`src/socd_pkg.sv`:
```
// Constants and types for the scan output control decoder
package socd_pkg;
	localparam int unsigned CLK_HZ            = 40_000_000;
	localparam int unsigned PKT_INTERVAL_US   = 8_000;
	localparam int unsigned PKT_INTERVAL_CYC  = (PKT_INTERVAL_US * (CLK_HZ / 1_000_000));
	localparam int unsigned HOLD_W            = 24;
	localparam int unsigned WORD_W            = 16;
	localparam int unsigned NQUAL             = 4;
	// Control word bit positions
	localparam int unsigned BIT_XFER_EN       = 0;
	localparam int unsigned BIT_HANDSHAKE     = 1;
	localparam int unsigned BIT_FRAGMENT      = 2;
	localparam int unsigned BIT_CLR_FAULT     = 4;
	localparam int unsigned BIT_SCAN_START    = 5;
	localparam int unsigned BIT_SCAN_STOP     = 6;
	localparam int unsigned BIT_IND_TRIGGER   = 7;
	// Qualifier slots
	localparam logic [1:0]  Q_XFER            = 2'h0;
	localparam logic [1:0]  Q_CLR             = 2'h1;
	localparam logic [1:0]  Q_START           = 2'h2;
	localparam logic [1:0]  Q_STOP            = 2'h3;
	// Reset values
	localparam logic [15:0] WORD_RST          = 16'h0000;
	localparam logic [15:0] ACK_ERROR         = 16'h0000;

	typedef enum logic [0:0] {
		RS_RUN  = 1'b0,
		RS_WAIT = 1'b1
	} socd_rs_t;

	typedef struct packed {
		logic [15:0]                  ctrl;
		logic [15:0]                  ack;
		logic [NQUAL-1:0]             armed;
		logic [NQUAL-1:0][HOLD_W-1:0] hold;
		logic                         xfer_en;
		logic                         hs_mode;
		logic                         frag_mode;
		logic                         cache_ovf;
		logic                         fault_clr;
		logic                         scan_start;
		logic                         scan_stop;
		logic                         scan_active;
		logic                         ind_send;
		logic [15:0]                  ind_code;
		logic                         data_grant;
		logic                         restart;
		socd_rs_t                     rs;
	} socd_state_t;
endpackage : socd_pkg

```
`src/socd_decoder.sv`:
```
// Output image decoder: control qualification, mode latch, scan and indication commands, ack handshake
`timescale 1ns/10ps
`default_nettype none
module socd_decoder
	import socd_pkg::*;
#(
	parameter int unsigned PKT_CYC = PKT_INTERVAL_CYC
) (
	// Clock, reset, enable
	input  wire logic        core_clk,
	input  wire logic        rst_n,
	input  wire logic        ce,
	// Cyclic output image from the controller
	input  wire logic        image_valid,
	input  wire logic [15:0] transfer_control_word,
	input  wire logic [15:0] acknowledge_count_word,
	input  wire logic [15:0] indication_code_word,
	// Input-side status and scanner events
	input  wire logic [15:0] update_count,
	input  wire logic        cache_full_evt,
	input  wire logic        barcode_read,
	// Scanner commands
	output var  logic        scan_start,
	output var  logic        scan_stop,
	output var  logic        scan_active,
	output var  logic        ind_send,
	output var  logic [15:0] user_indication_code,
	// Transfer state
	output var  logic        xfer_enabled,
	output var  logic        hs_mode,
	output var  logic        frag_mode,
	output var  logic        data_grant,
	output var  logic        resync_req,
	output var  logic        restart,
	output var  logic        fault_clear,
	output var  logic        cache_overflow
);

	// Whole decoder state in one register
	socd_state_t s_q;
	socd_state_t s_d;

	// Control bit watched by each qualifier slot
	function automatic int unsigned qual_bit(input logic [1:0] slot);
		unique case (slot)
			Q_XFER:  qual_bit = BIT_XFER_EN;
			Q_CLR:   qual_bit = BIT_CLR_FAULT;
			Q_START: qual_bit = BIT_SCAN_START;
			Q_STOP:  qual_bit = BIT_SCAN_STOP;
		endcase
	endfunction : qual_bit

	// Bit went from 0 to 1 between two successive images
	function automatic logic rise(input logic [15:0] old_w, input logic [15:0] new_w, input int unsigned b);
		rise = new_w[b] & ~old_w[b];
	endfunction : rise

	// Controller zeroed its acknowledge counter in the image just taken
	function automatic logic ack_zeroed(input logic valid, input logic [15:0] old_ack, input logic [15:0] new_ack);
		ack_zeroed = valid & (new_ack == ACK_ERROR) & (old_ack != ACK_ERROR);
	endfunction : ack_zeroed

	// Per-cycle helpers
	logic [NQUAL-1:0] fire;
	logic [15:0]      ack_eff;
	logic             ack_drop;

	always_comb begin
		s_d = s_q;
		fire = '0;
		// One-cycle commands default low
		s_d.fault_clr  = 1'b0;
		s_d.scan_start = 1'b0;
		s_d.scan_stop  = 1'b0;
		s_d.ind_send   = 1'b0;
		s_d.restart    = 1'b0;

		// Qualification timers: run while armed, fire after a full interval held
		for (int i = 0; i < NQUAL; i++) begin
			if (s_q.armed[i]) begin
				// Full interval held: act once and disarm
				if (s_q.hold[i] >= HOLD_W'(PKT_CYC - 1)) begin
					fire[i] = 1'b1;
					s_d.armed[i] = 1'b0;
				end else begin
					s_d.hold[i] = s_q.hold[i] + HOLD_W'(1);
				end
			end
		end

		if (image_valid) begin
			// Only bits 0,1,2,4,5,6,7 are looked at
			s_d.ctrl = transfer_control_word;
			s_d.ack  = acknowledge_count_word;
			// A rise arms the timer, a low level cancels it
			for (int i = 0; i < NQUAL; i++) begin
				if (rise(s_q.ctrl, transfer_control_word, qual_bit(2'(i)))) begin
					s_d.armed[i] = 1'b1;
					s_d.hold[i]  = '0;
				end else if (!transfer_control_word[qual_bit(2'(i))]) begin
					s_d.armed[i] = 1'b0;
					fire[i] = 1'b0;
				end
			end
			// Indication acts on the bare edge, no hold needed
			if (rise(s_q.ctrl, transfer_control_word, BIT_IND_TRIGGER)) begin
				s_d.ind_send = 1'b1;
				s_d.ind_code = indication_code_word;
			end
			// Enable low stops transfer at once, no hold
			if (!transfer_control_word[BIT_XFER_EN]) begin
				s_d.xfer_en = 1'b0;
			end
		end

		// Mode bits taken from the image stored when the enable qualifies
		if (fire[Q_XFER]) begin
			s_d.xfer_en   = 1'b1;
			s_d.hs_mode   = s_q.ctrl[BIT_HANDSHAKE];
			s_d.frag_mode = s_q.ctrl[BIT_FRAGMENT];
			if (!s_q.ctrl[BIT_HANDSHAKE]) begin
				s_d.frag_mode = 1'b0;
			end
		end

		// Fault clear; a new overflow in the same cycle wins
		if (fire[Q_CLR]) begin
			s_d.fault_clr = 1'b1;
			s_d.cache_ovf = 1'b0;
		end
		if (cache_full_evt) begin
			s_d.cache_ovf = 1'b1;
		end

		// Stop wins over start when both qualify together
		if (fire[Q_START] && !fire[Q_STOP]) begin
			s_d.scan_start  = 1'b1;
			s_d.scan_active = 1'b1;
		end
		if (fire[Q_STOP] && s_q.scan_active) begin
			s_d.scan_stop   = 1'b1;
			s_d.scan_active = 1'b0;
		end
		// A read ends the scan unless a start fires with it
		if (barcode_read && s_q.scan_active && !fire[Q_START]) begin
			s_d.scan_active = 1'b0;
		end

		// Acknowledge counter seen only in handshake mode
		ack_eff  = s_q.hs_mode ? s_q.ack : update_count;
		ack_drop = ack_zeroed(image_valid, s_q.ack, acknowledge_count_word);

		// Entered once per zeroing, so a held zero cannot retrigger it
		unique case (s_q.rs)
			RS_RUN: begin
				if (s_q.hs_mode && s_q.xfer_en && ack_drop) begin
					s_d.rs = RS_WAIT;
				end
			end
			RS_WAIT: begin
				// Both counters zero restarts; leaving handshake just ends the wait
				if (!s_q.hs_mode || (update_count == WORD_RST && s_q.ack == ACK_ERROR)) begin
					s_d.rs      = RS_RUN;
					s_d.restart = s_q.hs_mode;
				end
			end
		endcase

		// Input data may be loaded only while enabled, in step and acknowledged
		s_d.data_grant = s_d.xfer_en & (s_d.rs == RS_RUN);
		if (ack_eff != update_count) begin
			s_d.data_grant = 1'b0;
		end
	end

	// Clock enable low freezes every field, timers included
	always_ff @(posedge core_clk or negedge rst_n) begin
		if (!rst_n) begin
			s_q <= '0;
		end else if (ce) begin
			s_q <= s_d;
		end
	end

	// Every output straight from a state register field
	assign scan_start           = s_q.scan_start;
	assign scan_stop            = s_q.scan_stop;
	assign scan_active          = s_q.scan_active;
	assign ind_send             = s_q.ind_send;
	assign user_indication_code = s_q.ind_code;
	assign xfer_enabled         = s_q.xfer_en;
	assign hs_mode              = s_q.hs_mode;
	assign frag_mode            = s_q.frag_mode;
	assign data_grant           = s_q.data_grant;
	assign resync_req           = (s_q.rs == RS_WAIT);
	assign restart              = s_q.restart;
	assign fault_clear          = s_q.fault_clr;
	assign cache_overflow       = s_q.cache_ovf;

endmodule : socd_decoder
`default_nettype wire

```
`config.mk`:
```
export PLATFORM = sky130hd
export DESIGN_NAME = socd_decoder
export DESIGN_NICKNAME = d
export VERILOG_FILES = /design/src/socd_pkg.sv /design/src/socd_decoder.sv
export SDC_FILE = /design/constraint.sdc
export NUM_CORES = 1
export LEC_CHECK = 0
export BUFFER_PORTS_ARGS = -buffer_cell sky130_fd_sc_hd__buf_2
export CORE_AREA = 2 2 138 100
export DETAILED_ROUTE_END_ITERATION = 8
export DIE_AREA = 0 0 140 102
export PLACE_DENSITY = 0.82
export SYNTH_ARGS = -nofsm -noshare
export SYNTH_HDL_FRONTEND = slang
export SYNTH_SLANG_ARGS = --single-unit
```
`constraint.sdc`:
```
create_clock -name core_clk -period 2.54 [get_ports core_clk]
set_input_delay 0.127 -clock core_clk [delete_from_list [all_inputs] [get_ports core_clk]]
set_output_delay 0.127 -clock core_clk [all_outputs]
set_load 0.05 [all_outputs]
```
==> impl_metrics.toml, run 1 <==
[status]
status = "finished, violations left"
violations = "DRC"

[timing]
setup_viol_count_final = 0
fin_setup_tns_ns = 0
setup_slack_ns = 0.3414
tightest_slew_ns = 0.9983
min_period_over_period_pct = 86.56
fin_skew_ns = 0.009003
slew_viol_final = 0
rsz0062_at_grt = "no"
fmax_ghz = 0.4548
hold_ws_ns = 0.02297
max_slew_margin_pct = 33.09
min_period_ns = 2.199
hold_viol_final = 0

[drt]
wire_per_inst_um = 17.37
dr.pass1.iters = 7
drtIter0Drc = 398
drc = 1
drtAntennaViolNets = 0
totalWireLength_mm = 17.51
vias = 5881
viasPerCell = 5.834

[synth]
synth_cell_types = 59
synth_edf_count = 0
synthTopCellsByArea = "dfrtp_1 51%, mux2_2 6.0%, xnor2_1 5.7%, nor2_1 4.0%, nand2_1 2.6%"
syn-num-nets = 781
synth_top_area_share_pct = 51.29
syn_area_per_cell_um2 = 10.42
synth_flop_cell = "dfrtp_1"
synth-warning-count = 0
seq_area_frac_synth_pct = 51.29
synth_top_area_cell = "dfrtp_1"
synth_cells = 707
ys_async_sr_fraction_pct = 100.0
synth-seq-cells = 151
synthesis.area_mm2 = 0.007367

[critical_path]
endpoint_kind = "flip-flop"
worstPathArrival_ns = 2.50
crit_type = "flip-flop to flip-flop"
cp.required_ns = 2.84
setup.worst_path.start_class = "flip-flop"
cp_max_fo = 6

[final_layout]
fillerInstances = 901
drive_gt1_share_pct = 21.85
num_antenna_cells = 0
seqCellArea_mm2 = 0.003779
final_nets = 903
area_growth_pct = 20.40
multi_input_area_mm2 = 0.003328

[placed_design]
place.gp.congestion = 0.8912
port_buffers = 88
dp_slack_ns = 0.3940
dp_hpwl_mm = 11.43

[cts]
cts_tree = "done"
cts_buffers = 17
cts_setup_buffers = 0
ctsHtreeMaxLevel = 4
cts_sinks = 151
clk_latency_ns = 0.42
cts_root_buf = "clkbuf_16"
path_clk_slew_ns = 0.07
clock_path_buffers = 2

[pwr]
ir_drop_mv = 0.6119
p_per_area_mw_per_mm2 = 704.0
p_leak_nw = 3.985

[global_route]
grt_pass1_wl_mm = 28.66
grt_overflow = 0
grtUsageTotal_pct = 25.10
grt_max_degree = 59
antenna_found_initial = 0
first_global_vias = 5911

[worst_hold_path]
hp-class = "primary input to flip-flop"

[floorplanning]
die_w_um = 140
pin_count = 98
initial_utilization_pct = 57.03
design.die.area_mm2 = 0.01428
rows = 35
fp.dieH_um = 102
core_mm2 = 0.01292

[job]
maxCapViolCount = 0
## final timing paths
check / startpoint / end / slack [ns] / depth (start not counted)
setup / recovery: s_q[112] / s_q[101] / 0.34 / 5
hold / removal: transfer_control_word[6] / s_q[150] / 0.02 / 2
setup reg to reg: s_q[112] / s_q[101] / 0.34 / 5
hold reg to reg: s_q[50] / s_q[50] / 0.48 / 1
max in group asynchronous: rst_n / s_q[148] / 1.55 / 3
min in group asynchronous: rst_n / s_q[111] / 0.24 / 2
## kinds of logic (layout without fill, tap and decap cells)
logic type	count (synthesis)	in the layout	share of synthesized area [%]
and+or+nand+nor	319	319	23.42
DFF	151	151	51.29
AOI/OAI and AO/OA	69	69	6.386
xor gates and xnor gates	66	66	7.846
buffers and inverters	54	189	3.736
muxes	44	44	6.641
adders and majority gates	4	4	0.6794
## power by group
group          internal (W)  leakage [nW]  switching (W)
clock               0.00127         0.250        0.00107
combinational      0.000411          1.75       0.000620
sequential          0.00265          1.98       0.000230
total               0.00433          3.98        0.00192
## registers in the layout, summed over array words and instances, names as in the netlist
signal	count
s_q	123
user_indication_code	16
cache_overflow	1
data_grant	1
fault_clear	1
frag_mode	1
hs_mode	1
ind_send	1
restart	1
resync_req	1
scan_active	1
scan_start	1
scan_stop	1
xfer_enabled	1
## worst max-delay path, cell delays in order (launching register included)
cell and delay [ns]:
dfrtp_1 0.41, nor4_1 0.30, nand2_1 0.11, o21ai_0 0.59, nand2_1 0.28, o41ai_1 0.38
## layout make-up
type	count	share of cell area, %
sequential	151	42.60
inverter	18	0.7617
clock buffer	17	4.796
multi-input combinational	502	37.52
timing repair buffer	139	10.62
tap	166	2.342
clock inverter	15	1.354
## synthesized netlist by cell type, drive strengths merged (8+ instances only)
master and instances:
a21oi 10, and2 9, and3 12, buf 21, clkbuf 15, dfrtp 151, inv 18, mux2 39
nand2 51, nand3 36, nand4 22, nor2 80, nor2b 16, nor3 23, nor3b 11, nor4 21
o211ai 8, o21ai 21, or3 8, or4 12, xnor2 48, xor2 18
## metal layers
| metal | part of all wire [%] | GRT usage (%) | routed length (µm) | up-vias |
|---|---|---|---|---|
| li1 | - | - | - | 2741 |
| met1 | 44 | 32.55 | 7673 | 2912 |
| met2 | 50 | 43.08 | 8701 | 197 |
| met3 | 4.8 | 5.201 | 839 | 31 |
| met4 | 1.7 | 8.392 | 291 | 0 |
| met5 | 0 | 0 | 0 | - |
## what timing repair did
| action | 4_1_cts | 5_1_grt |
|---|---|---|
| hold endpoints to repair | 94 | 0 |
| resized for setup | 0 | 0 |
| hold buffers | 40 | 0 |
| setup endpoints to repair | 0 | 0 |
## placed cells by master (no fill, tap or decap), types with 12 or more instances in the layout
master	n
nand3_1	35
nor2b_1	16
o21ai_0	21
nand4_1	21
inv_1	18
dlygate4sd3_1	40
and3_1	12
xnor2_1	48
nor4_1	19
buf_2	87
nor2_1	79
nand2_1	51
dfrtp_1	151
xor2_1	18
nor3_1	20
clkbuf_16	17
mux2_2	39
## per-stage QoR
step                      total power [W]  std cells  utilization [%]  instance area [µm²]
after floorplan                  0.003626        707                -                 7367
after global placement           0.003805        936            61.34                 7924
after detailed placement         0.003871        936            61.34                 7924
after CTS                        0.006239       1008            68.66                 8870
after global routing             0.006488       1008            68.66                 8870
final                            0.006245       1008            68.66                 8870
Note: power is estimated with default switching activity, not from simulation.
==> inputs of run 2 (changes only) <==
- ABC_AREA: unset -> 1
- CORE_AREA: 2 2 138 100 -> 2 2 147 106
- DIE_AREA: 0 0 140 102 -> 0 0 149 108
==> impl_metrics.toml, run 2 <==
[status]
status = "finished, final reports clean"

[synth]
synth_cell_types = 37
synth_edf_count = 0
seq_area_frac_synth_pct = 44.58
synth.most_common_cell = "nand2_1"
syn-num-nets = 1225
syn_area_per_cell_um2 = 7.365
synth_cells = 1151
synth_top_area_cell = "dfrtp_1"
synthesis.area_mm2 = 0.008477
synth-warning-count = 0
synthTopCellsByArea = "dfrtp_1 45%, nand2_1 11%, inv_1 7.8%, nor2_1 7.6%, nand3_1 6.4%"
synth_flop_cell = "dfrtp_1"
synth-seq-cells = 151
synth_top_area_share_pct = 44.58
synth_common_cells = "257 x nand2_1, 176 x inv_1, 172 x nor2_1, 151 x dfrtp_1, 108 x nand3_1"
ys_async_sr_fraction_pct = 100.0

[final_layout]
final_nets = 1332
final_cell_mix = "257 x nand2_1, 176 x inv_1, 172 x nor2_1, 151 x dfrtp_1, 108 x nand3_1"
area_growth_pct = 16.69
mostFrequentLayoutCell = "nand2_1"
largest_register = "s_q"
stdcell_count = 1466
drive_gt1_share_pct = 14.40
largest_reg_flops = 123
num_antenna_cells = 0

[timing]
fmax_ghz = 0.4845
max_slew_margin_pct = 29.66
rsz0062_at_grt = "no"
slew_viol_final = 0
min_period_over_period_pct = 81.26
tightest_slew_ns = 1.055
fin_setup_tns_ns = 0
setup_viol_count_final = 0
hold_viol_final = 0
min_period_ns = 2.064
fin_skew_ns = 0.006426

[critical_path]
crit_type = "flip-flop to flip-flop"
reg2regPathDepth = 9
endpoint_kind = "flip-flop"
setup.worst_path.start_class = "flip-flop"
cp_max_fo = 14
worstPathArrival_ns = 2.38
cp.required_ns = 2.85

[drt]
drc = 0
dr.pass1.iters = 6
totalWireLength_mm = 19.87
drtAntennaViolNets = 0
viasPerCell = 5.251
wire_per_inst_um = 13.55
drtIter0Drc = 663
vias = 7698

[worst_hold_path]
hp-class = "primary input to flip-flop"
holdPathStages = 3

[cts]
post_cts_resize_count = 0
clock_path_buffers = 2
clk_latency_ns = 0.43
ctsHtreeMaxLevel = 4
cts_root_buf = "clkbuf_16"
cts_tree = "done"
cts_sinks = 151
path_clk_slew_ns = 0.06
cts_buffers = 17
ctsHoldBuffers = 38
cts_setup_buffers = 0

[floorplanning]
pin_count = 98
initial_utilization_pct = 58.31
fp.dieH_um = 108
design.die.area_mm2 = 0.01609
rows = 37
die_w_um = 149
core_mm2 = 0.01454

[global_route]
grt_max_degree = 69
grt_overflow = 0
grtUsageTotal_pct = 26.07
antenna_found_initial = 0
first_global_vias = 7221
grt_pass1_wl_mm = 33.62

[placed_design]
dp_hpwl_mm = 13.50
port_buffers = 88
dp.cells = 1396
place.gp.congestion = 0.8492

[pwr]
ir_drop_mv = 0.4855
p_per_area_mw_per_mm2 = 664.1
p_leak_nw = 5.223

[job]
maxCapViolCount = 0
[run 2: cells by family (layout without fill, tap and decap cells)]
family	after synthesis	after routing	synth area share, %
buffers and inverters	230	350	11.69
XOR/XNOR	3	3	0.3100
multiplexers	16	16	2.125
flip-flops	151	151	44.58
AO/OA/AOI/OAI	103	103	6.391
AND/OR/NAND/NOR	644	644	34.32
adder cells (fa/ha/maj)	4	4	0.5904
[run 2: power by group]
| part | switching, W | leakage, nW | internal (W) |
|---|---|---|---|
| Sequential | 0.000230 | 2.01 | 0.00265 |
| Combinational | 0.000850 | 2.95 | 0.000420 |
| Clock | 0.00104 | 0.265 | 0.00138 |
[run 2: layout make-up]
cell class	count	area [µm²]
fill	1146	4644
sequential	151	3779
multi-input combinational	770	3707
timing repair buffer	135	907.1
inverter	183	689.4
clock buffer	18	439.2
tap	195	244.0
clock inverter	14	126.4
[run 2: worst paths after layout]
| path | from | slack, ns | endpoint |
|---|---|---|---|
| max | s_q[100] | 0.48 | s_q[105] |
| min | acknowledge_count_word[7] | 0.006 | s_q[135] |
| max reg2reg | s_q[100] | 0.48 | s_q[105] |
| min reg2reg | s_q[73] | 0.47 | s_q[73] |
| max in group asynchronous | rst_n | 1.51 | s_q[57] |
| min in group asynchronous | rst_n | 0.28 | s_q[133] |
[run 2: worst max-delay path, cell delays in order (launching register included)]
cell and delay, ns:
dfrtp_1 0.40, ha_1 0.22, nand3_1 0.21, nor2_1 0.09
nand3_1 0.17, nand3_2 0.14, nor2_4 0.32, nand2_1 0.15
o21ai_0 0.17, nor2_1 0.07
[run 2: through the flow]
| stage | total power (W) | cell area (µm²) | setup slack (ns) | util, % | hold WS, ns |
|---|---|---|---|---|---|
| floorplan | 0.003895 | 8477 | 0.8105 | - | -0.1686 |
| global placement | 0.004085 | 8946 | 0.5846 | 61.54 | 0.1813 |
| detailed placement | 0.004131 | 8946 | 0.5493 | 61.54 | 0.1872 |
| CTS | 0.006594 | 9892 | 0.4810 | 68.05 | 0.007103 |
| global route | 0.006905 | 9892 | 0.2763 | 68.05 | 0.01628 |
| finish | 0.006569 | 9892 | 0.4759 | 68.05 | 0.006113 |
[run 2: routing by layer]
metal,vias up,wire length [µm],track usage (%),share of wire [%]
met5,-,0,0,0
met4,0,361,8.163,1.8
met3,36,1061,4.895,5.3
met2,222,8912,41.05,45
met1,3577,9530,36.94,48
li1,3863,-,-,-
